### src/pkg/ccp_pkg.sv
// Constants and types for the CC role and VBUS power control block
`default_nettype none
package ccp_pkg;
  // Register offsets
  localparam logic [7:0] ADDR_ROLE = 8'h1a;
  localparam logic [7:0] ADDR_FAULT = 8'h1b;
  localparam logic [7:0] ADDR_POWER = 8'h1c;
  localparam logic [7:0] ADDR_STATUS = 8'h1d;
  // Reset values and writable masks
  localparam logic [7:0] ROLE_RST_NOVDD = 8'h0f;
  localparam logic [7:0] ROLE_RST_VDD = 8'h05;
  localparam logic [7:0] FAULT_RST = 8'h00;
  localparam logic [7:0] POWER_RST = 8'h60;
  localparam logic [7:0] ROLE_MASK = 8'h7f;
  localparam logic [7:0] FAULT_MASK = 8'h09;
  localparam logic [7:0] POWER_MASK = 8'h7f;
  // Role control fields
  localparam int ROLE_DUAL = 6;
  localparam int ROLE_RP_HI = 5;
  localparam int ROLE_RP_LO = 4;
  localparam int ROLE_CC2_HI = 3;
  localparam int ROLE_CC2_LO = 2;
  localparam int ROLE_CC1_HI = 1;
  localparam int ROLE_CC1_LO = 0;
  // Fault control fields
  localparam int FAULT_TIMER_OFF = 3;
  localparam int FAULT_OCP_OFF = 0;
  // Power control fields
  localparam int PWR_MON_OFF = 6;
  localparam int PWR_ALARM_OFF = 5;
  localparam int PWR_DISCHARGE_ON_DISCONNECT = 4;
  localparam int PWR_BLEED = 3;
  localparam int PWR_FORCE = 2;
  localparam int PWR_VCONN = 0;
  // Status fields
  localparam int STAT_SEARCH = 5;
  localparam int STAT_RES_RD = 4;
  // Termination codes
  localparam logic [1:0] TERM_RA = 2'h0;
  localparam logic [1:0] TERM_RP = 2'h1;
  localparam logic [1:0] TERM_RD = 2'h2;
  localparam logic [1:0] TERM_OPEN = 2'h3;
  // Timing
  localparam int CLK_KHZ = 25000;
  localparam int TOG_HALF_US = 50;
  localparam int TOG_HALF_CYC = TOG_HALF_US * CLK_KHZ / 1000;
  localparam int TOG_SETTLE_CYC = 4;
  localparam int DISCH_TIMEOUT_US = 1000;
  localparam int DISCH_TIMEOUT_CYC = DISCH_TIMEOUT_US * CLK_KHZ / 1000;
  localparam int STRAP_CYC = 2;
  // Pin bundle layout
  localparam int PIN_W = 19;
  localparam int PIN_VDD = 18;
  localparam int PIN_DISC = 17;
  localparam int PIN_SAFE0 = 16;
  localparam int PIN_AHI = 15;
  localparam int PIN_ALO = 14;
  localparam int PIN_CC2 = 12;
  localparam int PIN_CC1 = 10;
  localparam int PIN_VBUS = 0;
  typedef enum logic [1:0] {
    DS_IDLE = 2'b00,
    DS_SRC_OFF = 2'b01,
    DS_AUTO = 2'b10
  } ccp_dis_t;
  typedef enum logic [1:0] {
    TG_IDLE = 2'b00,
    TG_SEARCH = 2'b01,
    TG_RESOLVED = 2'b10
  } ccp_tog_t;
endpackage : ccp_pkg
`default_nettype wire

### src/pkg/ccp_tog_if.sv
// Carrier between the register bank and the toggle engine
`timescale 1ns/10ps
`default_nettype none
interface ccp_tog_if;
  logic start;
  logic start_rd;
  logic abort;
  logic seen;
  logic searching;
  logic resolved;
  logic present_rd;
  modport ctl (output start, start_rd, abort, seen,
               input searching, resolved, present_rd);
  modport tog (input start, start_rd, abort, seen,
               output searching, resolved, present_rd);
endinterface : ccp_tog_if
`default_nettype wire

### src/rtl/ccp_toggle.sv
// Dual-role toggle engine: alternates Rp and Rd until a partner shows up
`timescale 1ns/10ps
`default_nettype none
module ccp_toggle (
  // Clock and reset
  input wire logic clk,
  input wire logic nrst,
  // Link to the register bank
  ccp_tog_if.tog tg
);
  typedef struct packed {
    ccp_pkg::ccp_tog_t mode;
    logic present_rd;
    logic [15:0] cnt;
  } ccp_tst_t;

  ccp_tst_t st;
  ccp_tst_t next_st;
  logic settled;

  ////////////////////////////////////////////////////////////////////////////
  // Stale comparator codes from the last half period are ignored
  assign settled = st.cnt >= 16'(ccp_pkg::TOG_SETTLE_CYC);

  always_comb begin
    next_st = st;
    case (st.mode)
      ccp_pkg::TG_IDLE: begin
        next_st.cnt = '0;
      end
      ccp_pkg::TG_SEARCH: begin
        if (tg.seen && settled) begin
          next_st.mode = ccp_pkg::TG_RESOLVED;
        end else if (st.cnt == 16'(ccp_pkg::TOG_HALF_CYC - 1)) begin
          next_st.present_rd = !st.present_rd;
          next_st.cnt = '0;
        end else begin
          next_st.cnt = st.cnt + 16'h0001;
        end
      end
      ccp_pkg::TG_RESOLVED: begin
        next_st.cnt = '0;
      end
      default: begin
        next_st.mode = ccp_pkg::TG_IDLE;
      end
    endcase
    if (tg.abort) begin
      next_st.mode = ccp_pkg::TG_IDLE;
    end
    if (tg.start) begin
      next_st.mode = ccp_pkg::TG_SEARCH;
      next_st.present_rd = tg.start_rd;
      next_st.cnt = '0;
    end
  end

  always_ff @(posedge clk) begin
    if (!nrst) begin
      st <= '{mode: ccp_pkg::TG_IDLE, present_rd: 1'b0, cnt: 16'h0000};
    end else begin
      st <= next_st;
    end
  end

  assign tg.searching = st.mode == ccp_pkg::TG_SEARCH;
  assign tg.resolved = st.mode == ccp_pkg::TG_RESOLVED;
  assign tg.present_rd = st.present_rd;
endmodule : ccp_toggle
`default_nettype wire

### src/rtl/ccp_ctrl.sv
// CC role, fault and VBUS power control register bank
//
// Overview of operation
// - Dual-role clear: apply the two termination fields
// - Rp current level from bits 5:4 always
// - Termination fields select Ra, Rp, Rd, Open
// - Look command alternates terminations until connection
// - Connection resolves Rp or Rd and holds it
// - Both open, not dual-role: PHY powers down
// - Toggle only from Rp/Rp or Rd/Rd, else ignore
// - Fault bit 3 set disables discharge timer
// - Fault bit 0 set disables cable power overcurrent
// - Monitor off: voltage readings read zero
// - Power bit 5 suppresses voltage alarm reports
// - Source auto discharge: stop sourcing, then discharge
// - Sourcing off no later than discharge start
// - Sink auto discharge on disconnect
// - Auto discharge ends below safe zero volts
// - Power bit 3 enables bleed discharge load
// - Power bit 2 forces discharge while set, until the discharge timer expires
// - Power bit 1 stored, no function
// - Power bit 0 connects cable power source
// - Role reset 0x0f, or 0x05 with VDD
// - Flip select picks cable power pin
// - Search flag high while toggling, falls on find
`timescale 1ns/10ps
`default_nettype none
module ccp_ctrl #(
  parameter int DISCH_TIMEOUT_CYC = ccp_pkg::DISCH_TIMEOUT_CYC
) (
  // Clock and reset
  input wire logic clk,
  input wire logic nrst,
  // Register port from the serial front end
  input wire logic reg_wr,
  input wire logic reg_rd,
  input wire logic [7:0] reg_addr,
  input wire logic [7:0] reg_wdata,
  output logic [7:0] reg_rdata,
  // Commands and controls from the same clock domain
  input wire logic cmd_connection_search,
  input wire logic plug_flip_select,
  input wire logic src_vbus_req,
  // Asynchronous pins and analog results
  input wire logic vdd_present,
  input wire logic vbus_disconnect,
  input wire logic vbus_below_safe0v,
  input wire logic alarm_hi_in,
  input wire logic alarm_lo_in,
  input wire logic [1:0] cc1_seen,
  input wire logic [1:0] cc2_seen,
  input wire logic [9:0] vbus_level,
  // CC line controls
  output logic [1:0] cc1_termination,
  output logic [1:0] cc2_termination,
  output logic [1:0] pullup_current_level,
  output logic phy_power_down,
  // Cable power controls
  output logic vconn_cc1_en,
  output logic vconn_cc2_en,
  output logic cable_power_overcurrent_en,
  // VBUS controls and reports
  output logic vbus_source_en,
  output logic vbus_discharge_en,
  output logic bleed_discharge_en,
  output logic discharge_timer_en,
  output logic discharge_failed,
  output logic [9:0] vbus_voltage,
  output logic alarm_hi,
  output logic alarm_lo
);
  typedef struct packed {
    logic [7:0] role;
    logic [7:0] fault;
    logic [7:0] power;
    logic [7:0] rdata;
    logic [ccp_pkg::PIN_W-1:0] s1;
    logic [ccp_pkg::PIN_W-1:0] s2;
    logic [1:0] strap;
    ccp_pkg::ccp_dis_t ds;
    logic src_cut;
    logic [15:0] dcnt;
    logic forced_expired;
    logic failed;
    logic disc_prev;
    logic [9:0] vbus;
    logic ahi;
    logic alo;
  } ccp_cst_t;

  ccp_cst_t st;
  ccp_cst_t next_st;
  ccp_tog_if tg ();

  // Status view of one CC pin from its applied termination
  function automatic logic [1:0] pin_status(input logic [1:0] term,
                                            input logic [1:0] seen);
    pin_status = (term == ccp_pkg::TERM_RP || term == ccp_pkg::TERM_RD)
                 ? seen : 2'h0;
  endfunction : pin_status

  ccp_toggle u_toggle (
    .clk(clk),
    .nrst(nrst),
    .tg(tg.tog)
  );

  ////////////////////////////////////////////////////////////////////////////
  // Derived state
  logic [1:0] cc1_field;
  logic [1:0] cc2_field;
  logic dual;
  logic use_tog;
  logic [1:0] tog_term;
  logic [1:0] s_cc1;
  logic [1:0] s_cc2;
  logic is_source;
  logic disc_edge;
  logic forced_active;
  logic disch_active;
  logic timer_on;
  logic expired;
  logic [7:0] status;
  logic hide_cc;
  logic acceptable;

  assign cc1_field = st.role[ccp_pkg::ROLE_CC1_HI:ccp_pkg::ROLE_CC1_LO];
  assign cc2_field = st.role[ccp_pkg::ROLE_CC2_HI:ccp_pkg::ROLE_CC2_LO];
  assign dual = st.role[ccp_pkg::ROLE_DUAL];
  assign use_tog = dual && (tg.searching || tg.resolved);
  assign tog_term = tg.present_rd ? ccp_pkg::TERM_RD : ccp_pkg::TERM_RP;
  assign s_cc1 = st.s2[ccp_pkg::PIN_CC1 +: 2];
  assign s_cc2 = st.s2[ccp_pkg::PIN_CC2 +: 2];
  assign is_source = (cc1_termination == ccp_pkg::TERM_RP)
                     || (cc2_termination == ccp_pkg::TERM_RP);
  assign disc_edge = st.s2[ccp_pkg::PIN_DISC] && !st.disc_prev;
  assign forced_active = st.power[ccp_pkg::PWR_FORCE] && !st.forced_expired;
  assign disch_active = st.ds == ccp_pkg::DS_AUTO || forced_active;
  assign timer_on = !st.fault[ccp_pkg::FAULT_TIMER_OFF];
  assign expired = timer_on
                   && st.dcnt >= 16'(DISCH_TIMEOUT_CYC - 1);
  assign acceptable = dual && cc1_field == cc2_field
                      && (cc1_field == ccp_pkg::TERM_RP
                          || cc1_field == ccp_pkg::TERM_RD);

  ////////////////////////////////////////////////////////////////////////////
  // Toggle engine hookup
  assign tg.start = cmd_connection_search && acceptable;
  assign tg.start_rd = cc1_field == ccp_pkg::TERM_RD;
  assign tg.abort = reg_wr && reg_addr == ccp_pkg::ADDR_ROLE;
  assign tg.seen = tg.present_rd
                   ? (s_cc1 != 2'h0 || s_cc2 != 2'h0)
                   : (s_cc1 == ccp_pkg::TERM_RD || s_cc2 == ccp_pkg::TERM_RD);

  ////////////////////////////////////////////////////////////////////////////
  // Line status
  assign hide_cc = tg.searching
                   || (st.power[ccp_pkg::PWR_VCONN] && !plug_flip_select);
  always_comb begin
    status = 8'h00;
    status[ccp_pkg::STAT_SEARCH] = tg.searching;
    status[ccp_pkg::STAT_RES_RD] = tg.resolved && tg.present_rd;
    if (!hide_cc) begin
      status[3:2] = pin_status(cc2_termination, s_cc2);
      status[1:0] = pin_status(cc1_termination, s_cc1);
    end
  end

  ////////////////////////////////////////////////////////////////////////////
  // Next state
  always_comb begin
    next_st = st;
    next_st.s1 = {vdd_present, vbus_disconnect, vbus_below_safe0v,
                  alarm_hi_in, alarm_lo_in, cc2_seen, cc1_seen, vbus_level};
    next_st.s2 = st.s1;
    next_st.disc_prev = st.s2[ccp_pkg::PIN_DISC];
    if (st.strap != 2'h3) begin
      next_st.strap = st.strap + 2'h1;
    end
    if (st.strap == 2'(ccp_pkg::STRAP_CYC) && st.s2[ccp_pkg::PIN_VDD]) begin
      next_st.role = ccp_pkg::ROLE_RST_VDD;
    end
    if (reg_wr) begin
      case (reg_addr)
        ccp_pkg::ADDR_ROLE: next_st.role = reg_wdata & ccp_pkg::ROLE_MASK;
        ccp_pkg::ADDR_FAULT: next_st.fault = reg_wdata & ccp_pkg::FAULT_MASK;
        ccp_pkg::ADDR_POWER: next_st.power = reg_wdata & ccp_pkg::POWER_MASK;
        default: next_st.role = next_st.role;
      endcase
    end
    if (reg_rd) begin
      case (reg_addr)
        ccp_pkg::ADDR_ROLE: next_st.rdata = st.role;
        ccp_pkg::ADDR_FAULT: next_st.rdata = st.fault;
        ccp_pkg::ADDR_POWER: next_st.rdata = st.power;
        ccp_pkg::ADDR_STATUS: next_st.rdata = status;
        default: next_st.rdata = 8'h00;
      endcase
    end
    // Measurement and alarm reporting
    next_st.vbus = st.power[ccp_pkg::PWR_MON_OFF]
                   ? 10'h000 : st.s2[ccp_pkg::PIN_VBUS +: 10];
    next_st.ahi = st.s2[ccp_pkg::PIN_AHI]
                  && !st.power[ccp_pkg::PWR_ALARM_OFF];
    next_st.alo = st.s2[ccp_pkg::PIN_ALO]
                  && !st.power[ccp_pkg::PWR_ALARM_OFF];
    // Discharge timer, shared by auto and forced discharge
    next_st.dcnt = (disch_active && timer_on) ? st.dcnt + 16'h0001 : '0;
    if (!src_vbus_req) begin
      next_st.src_cut = 1'b0;
    end
    case (st.ds)
      ccp_pkg::DS_IDLE: begin
        if (disc_edge && st.power[ccp_pkg::PWR_DISCHARGE_ON_DISCONNECT]) begin
          next_st.failed = 1'b0;
          if (is_source) begin
            next_st.src_cut = 1'b1;
            next_st.ds = ccp_pkg::DS_SRC_OFF;
          end else begin
            next_st.ds = ccp_pkg::DS_AUTO;
          end
        end
      end
      ccp_pkg::DS_SRC_OFF: begin
        next_st.ds = ccp_pkg::DS_AUTO;
      end
      ccp_pkg::DS_AUTO: begin
        if (st.s2[ccp_pkg::PIN_SAFE0]) begin
          next_st.ds = ccp_pkg::DS_IDLE;
        end else if (expired) begin
          next_st.ds = ccp_pkg::DS_IDLE;
          next_st.failed = 1'b1;
        end
      end
      default: begin
        next_st.ds = ccp_pkg::DS_IDLE;
      end
    endcase
    if (!st.power[ccp_pkg::PWR_FORCE]) begin
      next_st.forced_expired = 1'b0;
    end else if (forced_active && expired) begin
      next_st.forced_expired = 1'b1;
      next_st.failed = 1'b1;
    end
  end

  always_ff @(posedge clk) begin
    if (!nrst) begin
      st <= '0;
      st.role <= ccp_pkg::ROLE_RST_NOVDD;
      st.fault <= ccp_pkg::FAULT_RST;
      st.power <= ccp_pkg::POWER_RST;
      st.ds <= ccp_pkg::DS_IDLE;
    end else begin
      st <= next_st;
    end
  end

  ////////////////////////////////////////////////////////////////////////////
  // Outputs
  assign cc1_termination = use_tog ? tog_term : cc1_field;
  assign cc2_termination = use_tog ? tog_term : cc2_field;
  assign pullup_current_level =
    st.role[ccp_pkg::ROLE_RP_HI:ccp_pkg::ROLE_RP_LO];
  assign phy_power_down = !dual && cc1_field == ccp_pkg::TERM_OPEN
                          && cc2_field == ccp_pkg::TERM_OPEN;
  assign vconn_cc2_en = st.power[ccp_pkg::PWR_VCONN]
                        && !plug_flip_select;
  assign vconn_cc1_en = st.power[ccp_pkg::PWR_VCONN]
                        && plug_flip_select;
  assign cable_power_overcurrent_en =
    !st.fault[ccp_pkg::FAULT_OCP_OFF];
  assign vbus_source_en = src_vbus_req && !st.src_cut
                          && !disch_active;
  assign vbus_discharge_en = disch_active;
  assign bleed_discharge_en = st.power[ccp_pkg::PWR_BLEED];
  assign discharge_timer_en = timer_on;
  assign discharge_failed = st.failed;
  assign vbus_voltage = st.vbus;
  assign alarm_hi = st.ahi;
  assign alarm_lo = st.alo;
  assign reg_rdata = st.rdata;
endmodule : ccp_ctrl
`default_nettype wire

### config.mk
export PLATFORM = sky130hd
export DESIGN_NAME = ccp_ctrl
export DESIGN_NICKNAME = d
export VERILOG_FILES = /design/src/pkg/ccp_pkg.sv /design/src/pkg/ccp_tog_if.sv /design/src/rtl/ccp_toggle.sv /design/src/rtl/ccp_ctrl.sv
export SDC_FILE = /design/constraint.sdc
export NUM_CORES = 1
export LEC_CHECK = 0
export BUFFER_PORTS_ARGS = -buffer_cell sky130_fd_sc_hd__buf_2
export CAP_MARGIN = 25
export CORE_UTILIZATION = 51
export DETAILED_ROUTE_END_ITERATION = 10
export GPL_ROUTABILITY_DRIVEN = 1
export PLACE_DENSITY_LB_ADDON = 0.08
export SLEW_MARGIN = 10
export SYNTH_ARGS = -nofsm -noshare
export SYNTH_HDL_FRONTEND = slang
export SYNTH_SLANG_ARGS = --single-unit
### constraint.sdc
create_clock -name clk -period 1.7 [get_ports clk]
set_input_delay 0.34 -clock clk [delete_from_list [all_inputs] [get_ports clk]]
set_output_delay 0.34 -clock clk [all_outputs]
set_load 0.05 [all_outputs]
# Word level (Yosys, flattened, before mapping)
# Index checks and enable logic that the tools add are counted.
[totals] ff_bits=118 input_bits=42 output_inout_bits=35 elab_cells=153
[classes] addsub=3 magnitude_cmp=2 n_eq_ne=29 n_mux=36 n_bitwise=2 n_reduce_logical=61
[ops] operator="16-bit by 1-bit adder with 16-bit output (second input constant)" count=2
[ops] operator="8-bit by 5-bit equality test with 1-bit output (second input constant)" count=4
[ops] operator="16-bit one-hot mux with 2 select lines" count=1
[ops] operator="8-bit one-hot mux with 4 select lines" count=1
[ops] operator="24-bit 2-to-1 mux" count=1
[ops] operator="1-bit logical AND" count=22
[ops] operator="2-bit equality test (second input constant)" count=10
[ops] operator="18-bit 2-to-1 mux" count=1
[ops] operator="2-bit 2-to-1 mux" count=9
[ops] operator="17-bit 2-to-1 mux" count=1
[ops] operator="16-bit by 11-bit equality test with 1-bit output (second input constant)" count=1
[ops] operator="16-bit by 15-bit greater-or-equal comparator with 1-bit output (second input constant)" count=1
[ops] operator="16-bit by 3-bit greater-or-equal comparator with 1-bit output (second input constant)" count=1
[ops] operator="16-bit 2-to-1 mux" count=1
[ops] operator="8-bit 2-to-1 mux" count=2
[ops] operator="2-bit AND reduction" count=8
[ops] operator="1-bit 2-to-1 mux" count=12
[ops] operator="2-bit by 1-bit equality test with 1-bit output (second input constant)" count=5
[ops] operator="1-bit zero test" count=10
[ops] operator="2-bit nonzero test" count=5
[ops] operator="1-bit logical OR" count=9
[ops] operator="4-bit 2-to-1 mux" count=2
[ops] operator="2-bit inequality test (second input constant)" count=4
[ops] operator="7-bit 2-to-1 mux" count=1
[ops] operator="15 further kinds" count=19

# Longest topological paths before layout
[logic_depth] ltp_word=9 depth_mapped=9 depth_no_buf=9

# Modules after synthesis
# A second synthesis with hierarchy kept.
[hier_totals] hier_cells=536 hier_area_um2=4998.5
[modules_own_cells] mod="ccp_ctrl" n_inst=1 cells_each=408 area_per_inst_um2=3935.0 seq_area_each_um2=1981.9
[modules_own_cells] mod="ccp_toggle" n_inst=1 cells_each=128 area_per_inst_um2=1063.5 seq_area_each_um2=380.4

# Worst setup path before layout
# Ideal clock, no wire load.
[synth_path] kind="register -> register" start="register u_toggle.st[17] in the netlist's numbering" end="register st (netlist bit reg_rdata[1])" setup_time_ps=75 t_arrival_ps=2902 required_ps=1625 path_slack_ps=-1277 path_stages_with_launch=9 path_buffers=0 period_less_slack_ps=2977 path_cell_list="dfxtp_1 inv_1 ha_1 nand2_1 o21ai_0 ha_1 nor4b_1 a22oi_1 o21ai_0"
[synth_via] elab_chain_len=9 word_cells_on_any_way=12 cone_classes="4 x eq/ne; 4 x mux; 4 x reduce/logical"
[synth_lines] item="start, declared" line="ccp_toggle.sv:17" source="ccp_tst_t st;"
[synth_lines] item="start signal, assigned" line="ccp_toggle.sv:60" source="st <= '{mode: ccp_pkg::TG_IDLE, present_rd: 1'b0, cnt: 16'h0000};"
[synth_lines] item="start signal, assigned" line="ccp_toggle.sv:62" source="st <= next_st;"
[synth_lines] item="2-bit by 1-bit equality test with 1-bit output / 2-bit equality test (equally long branches)" line="ccp_toggle.sv:66, ccp_toggle.sv:67"
[synth_lines] item="1-bit logical OR *" line="ccp_ctrl.sv:130" source="assign use_tog = dual && (tg.searching || tg.resolved);"
[synth_lines] item="1-bit logical AND *" line="ccp_ctrl.sv:130"
[synth_lines] item="2-bit 2-to-1 mux *" line="ccp_ctrl.sv:261" source="assign cc1_termination = use_tog ? tog_term : cc1_field;"
[synth_lines] item="net cc1_termination[0]" line="ccp_ctrl.sv:54" source="output logic [1:0] cc1_termination,"
[synth_lines] item="2-bit by 1-bit equality test with 1-bit output / 2-bit equality test (equally long branches)" line="ccp_ctrl.sv:98" source="pin_status = (term == ccp_pkg::TERM_RP || term == ccp_pkg::TERM_RD)"
[synth_lines] item="1-bit logical OR *" line="ccp_ctrl.sv:98"
[synth_lines] item="2-bit 2-to-1 mux *" line="ccp_ctrl.sv:99" source="? seen : 2'h0;"
[synth_lines] item="4-bit 2-to-1 mux *" line="ccp_ctrl.sv:163" source="if (!hide_cc) begin"
[synth_lines] item="8-bit one-hot mux with 4 select lines *" line="ccp_ctrl.sv:192" source="case (reg_addr)"
[synth_lines] item="end signal, assigned" line="ccp_ctrl.sv:255" source="st <= next_st;"
[synth_lines] item="end, declared" line="ccp_ctrl.sv:91" source="ccp_cst_t st;"
# The timed path passes the listed nets; every way through them passes the cells marked *.
# A chain may end at the register's enable or synchronous reset.

# Worst setup path after layout
[layout_path] start="register u_toggle.st[18] in the netlist's numbering" end="output port cc2_termination[1]"
[layout_via] elab_chain_len=4 word_cells_on_any_way=5 cone_classes="2 x eq/ne; 1 x mux; 2 x reduce/logical"
[layout_lines] item="2-bit by 1-bit equality test with 1-bit output / 2-bit equality test (equally long branches)" line="ccp_toggle.sv:66, ccp_toggle.sv:67"
[layout_lines] item="1-bit logical OR *" line="ccp_ctrl.sv:130"
[layout_lines] item="1-bit logical AND *" line="ccp_ctrl.sv:130"
[layout_lines] item="2-bit 2-to-1 mux *" line="ccp_ctrl.sv:262" source="assign cc2_termination = use_tog ? tog_term : cc2_field;"
[layout_lines] item="end, declared" line="ccp_ctrl.sv:55" source="output logic [1:0] cc2_termination,"
# Mark *: on every way between the ends. The rest lies on a longest branch, timed or not.

==> impl_results.md <==
* Classification of the worst setup path: reg -> out
* Number of iterations in the first detailed-routing pass at 5
* Sequential-to-total area share from yosys stat at 48.3%
* Power density relative to cell area at 923 nW/um^2
* Count of unresolved DRC violations after routing at 0
* Cells after synthesis at 533
* Setup_tns at -4440 ps
* Synthesized area divided by synthesized cell count at 9.17 sq um
* Final wirelength at about 13000 microns
* Fraction of layout instances using a drive strength above 1 at 43.8%
* Largest net degree at the start of global routing at 33
* Vias per cell at about 5.3
* Top delay family on crit path: buffers and inverters
* Via count of the first global-routing pass at between 4k and 5k
* Routability congestion estimate at 0.872
* Layout Cell Area excl Fill at 7240 sq um
* Most common library cell in the layout ignoring fill and taps: dfxtp_1
* Count of antenna-violating nets left after detailed routing at 0
* Maxcap violations at 0
* Final Cycle Share at 128%
* Layout Area Growth over Synthesis at 48.1%
* Clock Skew at 8.38 ps
* Yosys synthesis warning count at 0
* First-pass GRT wire length at 20400 microns
* GRT Util Overall at 26.6%
* Most frequently used flop master after synthesis: dfxtp_1
* Leakage power summed over all cells at between 0.002 and 0.003 uW
* Minimum period implied by the final worst setup slack at 2170 ps
* Worst path arrival time at 1830 ps
* Worst R2R Path Depth at 9
* Count of port buffers added during placement at 75
* Root buffer cell: clkbuf_8
* Crit end category: output port
* H-Tree Level Count at 4
* Startpoint type of the worst setup path: flop
* Maximum frequency from static timing analysis at between 400 and 500 MHz
* Failing checks: setup timing
* Initial antenna violation count at 0
* Max IR drop VDD at 0.662 mV
* Worst rel slew slack at 67.1%
* Worst hold path depth at 2
* Final hold slack at 29.0 ps
* Post-CTS clock slew at the launch and capture registers of the worst setup and hold paths at 60 ps
* Worst Path Required at around 1400 ps
* Number of hold buffers added after CTS at 0
* Core area at between 9000 and 10000 sq um
* Synthesized net count at between 500 and 600
* Cell mode on critical path: inv_2
* Total clock sinks at 118
* Cells along the critical path: inv_2 > ha_4 > and3_4 > a21oi_2 > buf_4 > inv_2 > buf_8
* DR iter-0 viols at between 200 and 250
* Via count of the routed design at 4429
* Setup ws final at -469 ps
* Setup repair after global routing missed its margin: true
* Number of enable flip-flop cells after synthesis at 0
* Slowest stage delay, CP at between 300 and 400 ps
* Commonest cells after routing, fill and taps aside: 97 x dfxtp_1, 82 x buf_4, 66 x buf_2, 52 x and2_1, 46 x nor2_1
* Die extent in y at 99.9 microns
* Later-pin clock latency in the skew report at 510 ps
* CP max stage cell: dfxtp_2
* Remaining Overflow, GRT at 0
* Total Nets Final at 745
* Combined buffer and inverter count along the critical path at 4
* Core Rows at 35
* Die Footprint at between 9000 and 10000 sq um
* Diode insertion count for antenna repair at 0
* Status: finished with violations
* Floorplan die width at 99.9 microns
* Async set-or-reset flop fraction in the synthesized netlist at 0%
* Count of state elements after synthesis at 118
* Number of logic stages on the critical path including buffering at 7
* Effective utilization at floorplan at 52.7%
* Setup Viol. Count Final at 30
* Type of the most critical hold path: in -> reg
* Detail Placement HPWL at 8430 microns
* Post-synthesis instance area at 4890 sq um
* I/O pin total at 77
* Max-slew violation total from the final report at 0
* Transition time at the pin with the least slew margin at 492 ps
* Final Power at 6690 uW
* Clock tree from TritonCTS: built
* Buffers from clock root to sink, at most at 2
* Core occupancy in the finished layout at between 70% and 80%
* Largest fanout on the critical path at 2
* Post-synthesis cell type count at 56
* Wire per inst at 15.9 microns
* Instance area at placement at between 5000 and 6000 sq um
* Cts bufs inserted at 17
* Final Hold Violating Endpoints at 0
final timing paths:
| kind | slack (ps) | endpoint | startpoint |
|---|---|---|---|
| worst max-delay path | -470 | cc2_termination[1] | u_toggle.st[18] |
| worst min-delay path | 30 | next_st[43] | vbus_level[7] |
| worst max register to register | -180 | reg_rdata[1] | u_toggle.st[18] |
| worst min register to register | 420 | vbus_voltage[5] | st[41] |
worst register-to-register path: stages (launching register included):
cell     delay (ps)
dfxtp_2         350
inv_2            50
ha_4            270
and3_4          210
a21oi_4          40
buf_4           140
ha_4            240
nor4b_4         280
a22oi_1         110
o21ai_1         120
through the flow:
step                worst slack [ps]  instances
floorplan                       -163        533
global placement                -136        772
detailed placement              -214        772
CTS                             -391        825
global route                    -516        832
finish                          -469        832
cell usage after synthesis (4+ instances only):
| cell | instances | area share [%] |
|---|---|---|
| nand4_1 | 11 | 1.4 |
| a31oi_1 | 4 | 0.51 |
| and2_1 | 52 | 6.7 |
| buf_4 | 20 | 3.1 |
| nand3_1 | 29 | 3.0 |
| a22oi_1 | 4 | 0.61 |
| clkbuf_1 | 15 | 1.2 |
| nor2_1 | 50 | 3.8 |
| mux2i_1 | 7 | 1.4 |
| inv_1 | 20 | 1.5 |
| or3_1 | 4 | 0.51 |
| a21oi_1 | 29 | 3.0 |
| dfxtp_1 | 118 | 48 |
| xnor2_1 | 12 | 2.1 |
| o31ai_1 | 5 | 0.77 |
| o21ai_0 | 19 | 1.9 |
| nand2b_1 | 5 | 0.64 |
| nor2b_1 | 4 | 0.51 |
| or4_1 | 6 | 0.92 |
| ha_1 | 13 | 3.3 |
| xor2_1 | 9 | 1.6 |
| nor3_1 | 7 | 0.72 |
| and3_1 | 5 | 0.64 |
| nand2_1 | 34 | 2.6 |
| a22o_1 | 4 | 0.72 |
| nor3b_1 | 5 | 0.77 |
registers in the layout (all words and copies together) (netlist names), 8 cells and up:
signal,count
st,46
next_st,20
u_toggle.st,18
vbus_voltage,10
reg_rdata,8
timing repair:
action / in CTS / in global routing
pin swaps: 23 / 13
setup buffers: 21 / 8
endpoints found under the setup margin: 31 / 36
gates resized for setup: 102 / 38
layer usage:
metal	vias to the layer above	global-route usage (%)	part of all wire [%]
met5	-	0	0
met4	0	13.0	2.8
met3	36	6.62	4.6
met2	150	45.2	51
met1	2096	31.3	41
li1	2147	-	-
layout make-up:
| cell class | count | area (sq um) |
|---|---|---|
| timing repair buffer | 175 | 1270 |
| inverter | 20 | 77.6 |
| tap | 129 | 161 |
| multi-input combinational | 358 | 2730 |
| fill | 632 | 2040 |
| sequential | 118 | 2400 |
| clock buffer | 19 | 432 |
| clock inverter | 13 | 161 |
where the power goes:
part,total [uW],internal (uW),switching (uW)
Sequential,2840,2810,22.3
Clock,3560,2180,1390
Combinational,287,134,154
Total,6690,5120,1560
logic make-up after synthesis:
kind of cell             share of synthesized area (%)
AND/OR/NAND/NOR                                   25.4
AO/OA/AOI/OAI                                     11.8
multiplexers                                      1.43
buffers and inverters                             5.96
XOR/XNOR                                          3.76
flip-flops                                        48.3
adder cells (fa/ha/maj)                           3.33
No activity file was read; power rests on OpenSTA's default activity.
